File: config.mk
export PLATFORM = sky130hd
export DESIGN_NAME = aof_formatter
export DESIGN_NICKNAME = d
export VERILOG_FILES = /design/src/aof_pkg.sv /design/src/aof_word_gen.sv /design/src/aof_formatter.sv
export SDC_FILE = /design/constraint.sdc
export NUM_CORES = 1
export LEC_CHECK = 0
export BUFFER_PORTS_ARGS = -buffer_cell sky130_fd_sc_hd__buf_4
export CORE_UTILIZATION = 40
export DETAILED_ROUTE_END_ITERATION = 8
export HOLD_SLACK_MARGIN = 0.06
export PLACE_DENSITY = 0.65
export RECOVER_POWER = 50
export SYNTH_ARGS = -nofsm -noshare
export SYNTH_HDL_FRONTEND = slang
export SYNTH_SLANG_ARGS = --single-unit
File: constraint.sdc
create_clock -name ref_clk -period 3.3 [get_ports ref_clk]
set_input_delay 0.33 -clock ref_clk [delete_from_list [all_inputs] [get_ports ref_clk]]
set_output_delay 0.33 -clock ref_clk [all_outputs]
set_load 0.02 [all_outputs]
File: src/aof_pkg.sv
// constants for the converter output formatting stage
// assumes one system clock; serial port pins are synchronous to it
// Summary of operation
// [RULE1] test field 000 passes conversion results
// [RULE2] test field 001 forces all outputs zero
// [RULE3] test field 011 forces all outputs one
// [RULE4] test field 101 alternates checkerboard words
// [RULE5] test field 111 toggles all-zero, all-one
// [RULE6] software programs only the five listed codes
// [RULE7] bit 1 turns output randomizer on
// [RULE8] bit 0 selects two's complement output
// [RULE9] alternate polarity forces offset binary output
// [RULE10] bits 7 and 6 are ignored
// [RULE11] serial word: flag, address, data, sixteen edges
// [RULE12] read returns register, leaves it unchanged
// [RULE13] software reset clears format register
// [RULE14] test patterns bypass all data formatting
// [RULE15] new format applies from next output word
package aof_pkg;
    localparam int DATA_W = 12;
    localparam int WORD_W = DATA_W + 1;
    // serial port layout
    localparam logic [4:0] SER_BITS = 5'h10;
    localparam logic [4:0] SER_CMD_LAST = 5'h07;
    localparam logic [6:0] ADDR_RESET = 7'h00;
    localparam logic [6:0] ADDR_FORMAT = 7'h04;
    localparam int RESET_BIT = 7;
    localparam logic [7:0] FORMAT_RESET = 8'h00;
    localparam logic [7:0] FORMAT_USED_MASK = 8'h3F;
    // format register fields
    localparam int TP_LSB = 3;
    localparam int TP_W = 3;
    localparam int ABP_BIT = 2;
    localparam int OUTPUT_SCRAMBLE_ENABLE_BIT = 1;
    localparam int TWOS_BIT = 0;
    localparam logic [2:0] TP_OFF = 3'h0;
    localparam logic [2:0] TP_ZERO = 3'h1;
    localparam logic [2:0] TP_ONES = 3'h3;
    localparam logic [2:0] TP_CHECKER = 3'h5;
    localparam logic [2:0] TP_TOGGLE = 3'h7;
    // pattern words, overrange flag in the top bit
    localparam logic [12:0] WORD_ZERO = 13'h0000;
    localparam logic [12:0] WORD_ONES = 13'h1FFF;
    localparam logic [12:0] WORD_CHK_A = 13'h1555;
    localparam logic [12:0] WORD_CHK_B = 13'h0AAA;
    localparam logic [11:0] ABP_MASK = 12'hAAA;
endpackage

File: src/aof_word_gen.sv
// output word generator: formatting and test pattern override
// assumes one sample strobe per encode clock and a settled format byte
`timescale 1ns/1ps
module aof_word_gen
    import aof_pkg::*;
(
    input wire logic ref_clk,
    input wire logic srst,
    input wire logic [7:0] fmt,
    input wire logic sample_strobe,
    input wire logic overrange_in,
    input wire logic [DATA_W-1:0] sample_in,
    output logic word_valid_r,
    output logic overrange_flag_out_r,
    output logic [DATA_W-1:0] sample_bits_out_r
);
    logic phase_r;
    logic phase_nxt;
    logic word_valid_nxt;
    logic [WORD_W-1:0] word_r;
    logic [WORD_W-1:0] word_nxt;
    logic [DATA_W-1:0] fmt_data;
    logic [2:0] tp;
    logic [2:0] last_tp_r;
    logic [2:0] last_tp_nxt;
    logic phase_cur;

    assign tp = fmt[TP_LSB +: TP_W];

    // a pattern entered from any other code, even the other pattern, restarts at phase 0
    assign phase_cur = (tp == last_tp_r) ? phase_r : 1'b0;

    // data path; abp wins over two's complement so offset binary stays
    always_comb begin
        fmt_data = sample_in;
        if (fmt[TWOS_BIT] && !fmt[ABP_BIT]) begin // RULE8 RULE9
            fmt_data[DATA_W-1] = ~sample_in[DATA_W-1];
        end
        if (fmt[OUTPUT_SCRAMBLE_ENABLE_BIT]) begin // RULE7
            fmt_data[DATA_W-1:1] = fmt_data[DATA_W-1:1] ^ {(DATA_W-1){fmt_data[0]}};
        end
        if (fmt[ABP_BIT]) begin // RULE9
            fmt_data = fmt_data ^ ABP_MASK;
        end
    end

    // pattern override sits after formatting, words change only on strobe
    always_comb begin
        word_nxt = word_r;
        phase_nxt = phase_r;
        last_tp_nxt = last_tp_r;
        word_valid_nxt = sample_strobe;
        if (sample_strobe) begin
            case (tp)
                TP_ZERO: word_nxt = WORD_ZERO; // RULE2 RULE14
                TP_ONES: word_nxt = WORD_ONES; // RULE3 RULE14
                TP_CHECKER: word_nxt = phase_cur ? WORD_CHK_B : WORD_CHK_A; // RULE4
                TP_TOGGLE: word_nxt = phase_cur ? WORD_ONES : WORD_ZERO; // RULE5
                // unused codes fall back to live data rather than garbage
                default: word_nxt = {overrange_in, fmt_data}; // RULE1
            endcase
            phase_nxt = (tp == TP_CHECKER || tp == TP_TOGGLE) ? ~phase_cur : 1'b0;
            last_tp_nxt = tp;
        end
    end

    always_ff @(posedge ref_clk) begin
        if (srst) begin
            word_r <= WORD_ZERO;
            phase_r <= 1'b0;
            last_tp_r <= TP_OFF;
            word_valid_r <= 1'b0;
        end else begin
            word_r <= word_nxt;
            phase_r <= phase_nxt;
            last_tp_r <= last_tp_nxt;
            word_valid_r <= word_valid_nxt;
        end
    end

    assign overrange_flag_out_r = word_r[WORD_W-1];
    assign sample_bits_out_r = word_r[DATA_W-1:0];
endmodule

File: src/aof_formatter.sv
// top of the output formatting stage with its serial configuration port
// assumes cs_n, sck, sdi synchronous to ref_clk and sck slower than ref_clk/2
`timescale 1ns/1ps
module aof_formatter
    import aof_pkg::*;
(
    input wire logic ref_clk,
    input wire logic srst,
    input wire logic cs_n,
    input wire logic sck,
    input wire logic sdi,
    output logic sdo_out,
    output logic sdo_oe,
    input wire logic sample_strobe,
    input wire logic overrange_in,
    input wire logic [DATA_W-1:0] sample_in,
    output logic word_valid,
    output logic overrange_flag_out,
    output logic [DATA_W-1:0] sample_bits_out,
    output logic [7:0] format_out
);
    logic sck_d_r;
    logic sck_d_nxt;
    logic sck_rise;
    logic sck_fall;
    logic [4:0] bit_cnt_r;
    logic [4:0] bit_cnt_nxt;
    logic [7:0] cmd_r;
    logic [7:0] cmd_nxt;
    logic [14:0] shift_r;
    logic [14:0] shift_nxt;
    logic [7:0] fmt_r;
    logic [7:0] fmt_nxt;
    logic sdo_oe_r;
    logic sdo_oe_nxt;
    logic sdo_out_r;
    logic [15:0] full_word;
    logic [7:0] rd_byte;
    logic word_valid_r;
    logic overrange_r;
    logic [DATA_W-1:0] bits_r;

    // read decode; the reset register is write only and reads zero
    function automatic logic [7:0] read_reg(input logic [6:0] addr, input logic [7:0] f);
        read_reg = (addr == ADDR_FORMAT) ? f : 8'h00;
    endfunction

    assign sck_rise = sck && !sck_d_r;
    assign sck_fall = !sck && sck_d_r;
    assign full_word = {shift_r, sdi};
    assign rd_byte = read_reg(cmd_r[6:0], fmt_r);

    // serial shifter: first sixteen rising edges count, the rest are ignored
    always_comb begin
        sck_d_nxt = sck;
        bit_cnt_nxt = bit_cnt_r;
        shift_nxt = shift_r;
        cmd_nxt = cmd_r;
        fmt_nxt = fmt_r;
        if (cs_n) begin
            bit_cnt_nxt = 5'h00;
        end else if (sck_rise && bit_cnt_r < SER_BITS) begin // RULE11
            shift_nxt = full_word[14:0];
            bit_cnt_nxt = bit_cnt_r + 5'h01;
            if (bit_cnt_r == SER_CMD_LAST) begin
                cmd_nxt = full_word[7:0];
            end
            if (bit_cnt_r == SER_BITS - 5'h01 && !full_word[15]) begin // RULE12
                if (full_word[14:8] == ADDR_RESET && full_word[RESET_BIT]) begin
                    fmt_nxt = FORMAT_RESET; // RULE13
                end else if (full_word[14:8] == ADDR_FORMAT) begin
                    fmt_nxt = full_word[7:0] & FORMAT_USED_MASK; // RULE10
                end
            end
        end
    end

    // readback on falling edges; open drain, so enable pulls the line low
    always_comb begin
        sdo_oe_nxt = sdo_oe_r;
        if (cs_n) begin
            sdo_oe_nxt = 1'b0;
        end else if (sck_fall && cmd_r[7] && bit_cnt_r[3] && !bit_cnt_r[4]) begin // RULE12
            sdo_oe_nxt = ~rd_byte[3'(~bit_cnt_r[2:0])];
        end else if (bit_cnt_r == SER_BITS && sck_fall) begin
            sdo_oe_nxt = 1'b0;
        end
    end

    always_ff @(posedge ref_clk) begin
        if (srst) begin
            sck_d_r <= 1'b0;
            bit_cnt_r <= 5'h00;
            shift_r <= 15'h0000;
            cmd_r <= 8'h00;
            fmt_r <= FORMAT_RESET;
            sdo_oe_r <= 1'b0;
            sdo_out_r <= 1'b0;
        end else begin
            sck_d_r <= sck_d_nxt;
            bit_cnt_r <= bit_cnt_nxt;
            shift_r <= shift_nxt;
            cmd_r <= cmd_nxt;
            fmt_r <= fmt_nxt; // RULE15
            sdo_oe_r <= sdo_oe_nxt;
            sdo_out_r <= 1'b0;
        end
    end

    // the generator samples fmt_r, so a write lands on the following word
    aof_word_gen u_gen (
        .ref_clk(ref_clk),
        .srst(srst),
        .fmt(fmt_r), // RULE15
        .sample_strobe(sample_strobe),
        .overrange_in(overrange_in),
        .sample_in(sample_in),
        .word_valid_r(word_valid_r),
        .overrange_flag_out_r(overrange_r),
        .sample_bits_out_r(bits_r)
    );

    assign sdo_out = sdo_out_r;
    assign sdo_oe = sdo_oe_r;
    assign word_valid = word_valid_r;
    assign overrange_flag_out = overrange_r;
    assign sample_bits_out = bits_r;
    assign format_out = fmt_r;

    // checking helpers: previous word and the test code it was made with
    logic [WORD_W-1:0] prev_word_r;
    logic [2:0] prev_tp_r;
    logic [2:0] tp_now;
    assign tp_now = fmt_r[TP_LSB +: TP_W];
    always_ff @(posedge ref_clk) begin
        if (srst) begin
            prev_word_r <= WORD_ZERO;
            prev_tp_r <= TP_OFF;
        end else if (sample_strobe) begin
            prev_word_r <= {overrange_r, bits_r};
            prev_tp_r <= tp_now;
        end
    end
endmodule

== After elaboration in Yosys (flattened, before gate mapping) ==
Cells that the tools add are included.

* Word-level logic and storage cells: 68
* Input port bits: 19
* Register bits: 56

* Add/subtract/negate cells: 1
* $lt $le $gt $ge: 2
* Eq/ne operators: 10
* Multiplexer cells: 15
* Reduce and logical (&&, ||, !) cells: 23
* Bitwise operators: 7

{| class="wikitable"
|+ Operator list
! kind !! count
|-
| case mux 13 bit (4 select lines) || 1
|-
| 2-to-1 mux 13 bit || 2
|-
| 2-to-1 mux 8 bit || 3
|-
| == test 7 x 3 -> 1 bit (second input constant) || 2
|-
| 2-to-1 mux 12 bit || 1
|-
| 2-to-1 mux 11 bit || 1
|-
| bitwise XOR 11 bit || 1
|-
| logical AND 1 bit || 10
|-
| zero test 7 bit || 1
|-
| == test 3 bit (second input constant) || 2
|-
| 2-to-1 mux 1 bit || 6
|-
| inverter 6 bit || 1
|-
| adder 5 x 1 -> 5 bit (second input constant) || 1
|-
| == test 5 x 3 -> 1 bit (second input constant) || 1
|-
| == test 5 x 4 -> 1 bit (second input constant) || 1
|-
| == test 5 bit (second input constant) || 1
|-
| zero test 1 bit || 5
|-
| less-than comparator 5 bit (second input constant) || 1
|-
| less-than comparator 3 x 4 -> 1 bit (second input constant) || 1
|-
| inverter 1 bit || 4
|-
| AND reduction 4 bit || 1
|-
| nonzero test 2 bit || 2
|-
| binary-select mux 1 bit (select 3 bit) || 1
|-
| == test 3 x 1 -> 1 bit (second input constant) || 1
|-
| other kinds (7) || 7
|}

== Depth between registers and ports, before layout ==
* Depth after elaboration: 8
* Depth in mapped cells: 7

== Hierarchy ==
From an unflattened synthesis, not the netlist that was laid out.

* Cell total of the unflattened synthesis: 285
* Area total of the unflattened synthesis: 2477.4 um2

{| class="wikitable"
|+ Modules (own cells, without submodules)
! module !! area each (um2) !! instances !! cells each
|-
| aof_formatter || 1529.0 || 1 || 174
|-
| aof_word_gen || 948.4 || 1 || 111
|}

== Least setup slack after synthesis ==
OpenSTA, ideal clock, no wires.

* Path kind: register to register
* Start: register bit_cnt_r[4]
* End: register cmd_r[0]
* Period minus slack after synthesis: 1711 ps
* Arrival: 1584 ps
* Path slack: 1589 ps
* Cell stages (with the launch flop): 6
* Cell sequence: dfxtp_1 > or4b_1 > buf_2 > nor3_4 > mux2i_1 > nor2_1

* Cells in the longest elaborated chain, start to end: 3

{| class="wikitable"
|+ RTL lines
! element !! line !! RTL
|-
| from (decl) || aof_formatter.sv:26 || <nowiki>logic [4:0] bit_cnt_r;</nowiki>
|-
| from (signal assigned) || aof_formatter.sv:101 || <nowiki>bit_cnt_r <= bit_cnt_nxt;</nowiki>
|-
| less-than comparator 5 bit || aof_formatter.sv:62 || <nowiki>end else if (sck_rise && bit_cnt_r < SER_BITS) begin</nowiki>
|-
| logical AND 1 bit || aof_formatter.sv:62 ||
|-
| AND reduction 3 bit (no line) (*) || -- ||
|-
| to (signal assigned) || aof_formatter.sv:103 || <nowiki>cmd_r <= cmd_nxt;</nowiki>
|-
| to (decl) || aof_formatter.sv:28 || <nowiki>logic [7:0] cmd_r;</nowiki>
|}

Every way passes the cells marked *; elsewhere a longest branch is shown, timed or not.
A chain may end at the register's enable or synchronous reset.

==> results.sh <==
export IMPL_initial_core_util_pct=41.6
export IMPL_dieHeight_um=80.7
export IMPL_vias_per_cell=5.22
export IMPL_path_cells="clkbuf_1 > inv_1 > o41a_1 > nand2_1 > mux2i_1"
export IMPL_cp_slowest_cell="clkbuf_1"
export IMPL_design_portCount=43
export IMPL_synthToLayoutAreaGrowth_pct=13.9
export IMPL_cts_made_buffers=5
export IMPL_vias=2055
export IMPL_firstDrtPassIters=4
export IMPL_grt_max_degree=40
export IMPL_synth_edff_count=0
export IMPL_slew_headroom_pct=-13.8
export IMPL_synth_flop_cell="dfxtp_1"
export IMPL_fin_crit_sh_pct=71.5
export IMPL_synth_cells=289
export IMPL_met2_usage_pct=29.4
export IMPL_dpl_cell_count=386
export IMPL_end_kind="flip-flop"
export IMPL_nFillCells=593
export IMPL_rsz0062_at_grt="false"
export IMPL_crit_type="primary input to flip-flop"
export IMPL_period_minus_slack_ns=2.36
export IMPL_clock_skew_ns=0.00784
export IMPL_p_per_area_nw_per_um2=422
export IMPL_antenna_found_initial=0
export IMPL_crit_reg2reg_launch="bit_cnt_r[4]"
export IMPL_hold_start="sck"
export IMPL_synthTopCellsByCount="54 x dfxtp_1, 50 x nand2_1, 37 x nor2_1"
export IMPL_fin_tns_setup_ns=0
export IMPL_layout_drive_gt1_share_pct=9.40
export IMPL_track_usage_pct=17.3
export IMPL_cp_max_fo=39
export IMPL_clk_path_buf_depth=2
export IMPL_yosysTopAreaCellShare_pct=43.6
export IMPL_dp_hpwl_um=3540
export IMPL_grt_pass1_vias=1855
export IMPL_ctsHtreeMaxLevel=2
export IMPL_synth_cell_types=47
export IMPL_use_met1_pct=21.5
export IMPL_grt_busiest_layer="met2"
export IMPL_final_nets=340
export IMPL_grtUsageMet3_pct=3.64
export IMPL_path_clk_slew_ns=0.09
export IMPL_worstMarginPinSlew_ns=1.71
export IMPL_wl_per_cell_um=13.1
export IMPL_critPathLaunchType="primary input"
export IMPL_status="complete, but fails checks"
export IMPL_cts_hold_buffers_added=0
export IMPL_antenna_left=0
export IMPL_num_rows=28
export IMPL_hold_viol_final=0
export IMPL_crit_arrival_ns=2.53
export IMPL_place_gp_congestion=0.830
export IMPL_synthTopCellsByArea="dfxtp_1 44%, nand2_1 7.6%, mux2i_1 7.3%"
export IMPL_peakVddDrop_mv=0.307
export IMPL_ys_seq_elements=54
export IMPL_yosysMostFrequentCell="dfxtp_1"
export IMPL_maxSlewViolCount=40
export IMPL_wirelength_um=5160
export IMPL_die_w_um=80.7
export IMPL_synth_seq_area_share_pct=43.6
export IMPL_violations="capacitance limit, slew limit"
export IMPL_post_cts_setup_buffers=0
export IMPL_avgSynthCellArea_um2=8.58
export IMPL_setup_viol=0
export IMPL_clock_sinks=54
export IMPL_whs_ns=0.282
export IMPL_drtIter0Drc=89
export IMPL_n_antenna_cell=0
export IMPL_worstSetupStartpoint="srst"
export IMPL_hold_class="primary input to flip-flop"
export IMPL_clkLatencyLatePin_ns=0.30
export IMPL_synthArstFlopShare_pct=0
export IMPL_core_area_um2=5960
export IMPL_syn_area_um2=2480
export IMPL_root_buffer="clkbuf_8"
export IMPL_drcViolationCount=0
export IMPL_die_area_um2=6520
export IMPL_fmax_ghz=0.424
export IMPL_cts_tree="yes"
export IMPL_instances_no_fill=394
export IMPL_yosysWarnings=0
export IMPL_cp_slowest_stage_delay_ns=1.20
export IMPL_overflow=0
export IMPL_ctsResizeCount=0
export IMPL_synth_top_area_cell="dfxtp_1"
export IMPL_crit_required_ns=3.47
export IMPL_grt_first_pass_wirelength_um=8710
export IMPL_p_leak_nw=1.03
export IMPL_drv_cap=1
export IMPL_port_buffers=39
export IMPL_utilization_pct=47.4
## report_power, final
group / switching (mW) / leakage [nW] / internal (mW)
combinational: 0.0629 / 0.532 / 0.0382
clock: 0.205 / 0.0575 / 0.212
sequential: 0.00867 / 0.439 / 0.665
## cells by family (layout without fill, tap and decap cells)
kind of cell    Yosys count  after routing  synth area share [%]
compound gates           48             48                  13.2
xor+xnor                 11             11                  4.49
fa+ha+maj                 3              3                  1.51
buf+inv                  26             54                  4.49
flops                    54             54                  43.6
mux                      19             19                  7.72
other cells               1              3                 0.151
simple gates            127            127                  24.8
## sequential cells by signal (all words and copies together) (netlist names)
name	count
cmd_r	8
u_gen.word_valid_r	1
u_gen.phase_r	1
sck_d_r	1
u_gen.last_tp_r	3
shift_r	15
sdo_oe	1
bit_cnt_r	5
format_out	6
u_gen.word_r	13
## layout make-up
class	instances	area [um^2]	area share, %
Clock buffer	8	110	3.90
Timing Repair Buffer	40	221	7.85
Sequential cell	54	1080	38.3
Inverter	6	22.5	0.798
Multi-Input combinational cell	211	1290	45.8
Tap cell	75	93.8	3.32
## layer usage
layer / vias to the layer above / wire length (um)
li1: 1047 / -
met1: 956 / 2450
met2: 46 / 2380
met3: 6 / 257
met4: 0 / 71
met5: - / 0
## final timing paths
kind | slack [ns] | cells past startpoint | endpoint
max | 0.94 | 5 | format_out[0]
min | 0.28 | 2 | sck_d_r
max reg2reg | 1.13 | 4 | cmd_r[2]
min reg2reg | 0.46 | 2 | shift_r[14]
## cells in the final DEF (no fill, tap or decap), types with 2 or more instances in the layout
cell type,Yosys,final
or3b_1,2,2
clkbuf_1,13,21
a21oi_1,22,22
or3_1,5,5
nand3_1,3,3
o21ai_0,2,2
nor2b_1,4,4
dfxtp_1,54,54
nand3b_1,5,5
and2_1,2,2
o21a_1,2,2
nor2_1,37,37
buf_4,3,19
mux2i_1,18,18
inv_1,6,6
xnor2_1,7,7
nand2_1,50,50
conb_1,1,3
a211oi_1,6,6
ha_1,3,3
a22o_1,2,2
or4b_1,2,2
nand4_1,4,4
clkbuf_8,0,8
xor2_1,3,3
a311oi_1,6,6
nand2b_1,4,4
## per-stage QoR
stage	power, mW	setup slack [ns]	instance area, um^2
after floorplan	0.756	1.59	2490
after global placement	0.799	1.16	2790
after detailed placement	0.801	1.12	2790
after CTS	1.22	1.18	2900
after global routing	1.25	0.674	2820
final	1.19	0.939	2820
## worst max-delay path, delay by kind of cell
family | cells | cell delay (ns)
buffers and inverters | 2 | 1.66
multiplexers | 1 | 0.06
AO/OA/AOI/OAI | 1 | 0.34
AND/OR/NAND/NOR | 1 | 0.11
(Power assumes the default switching activity.)
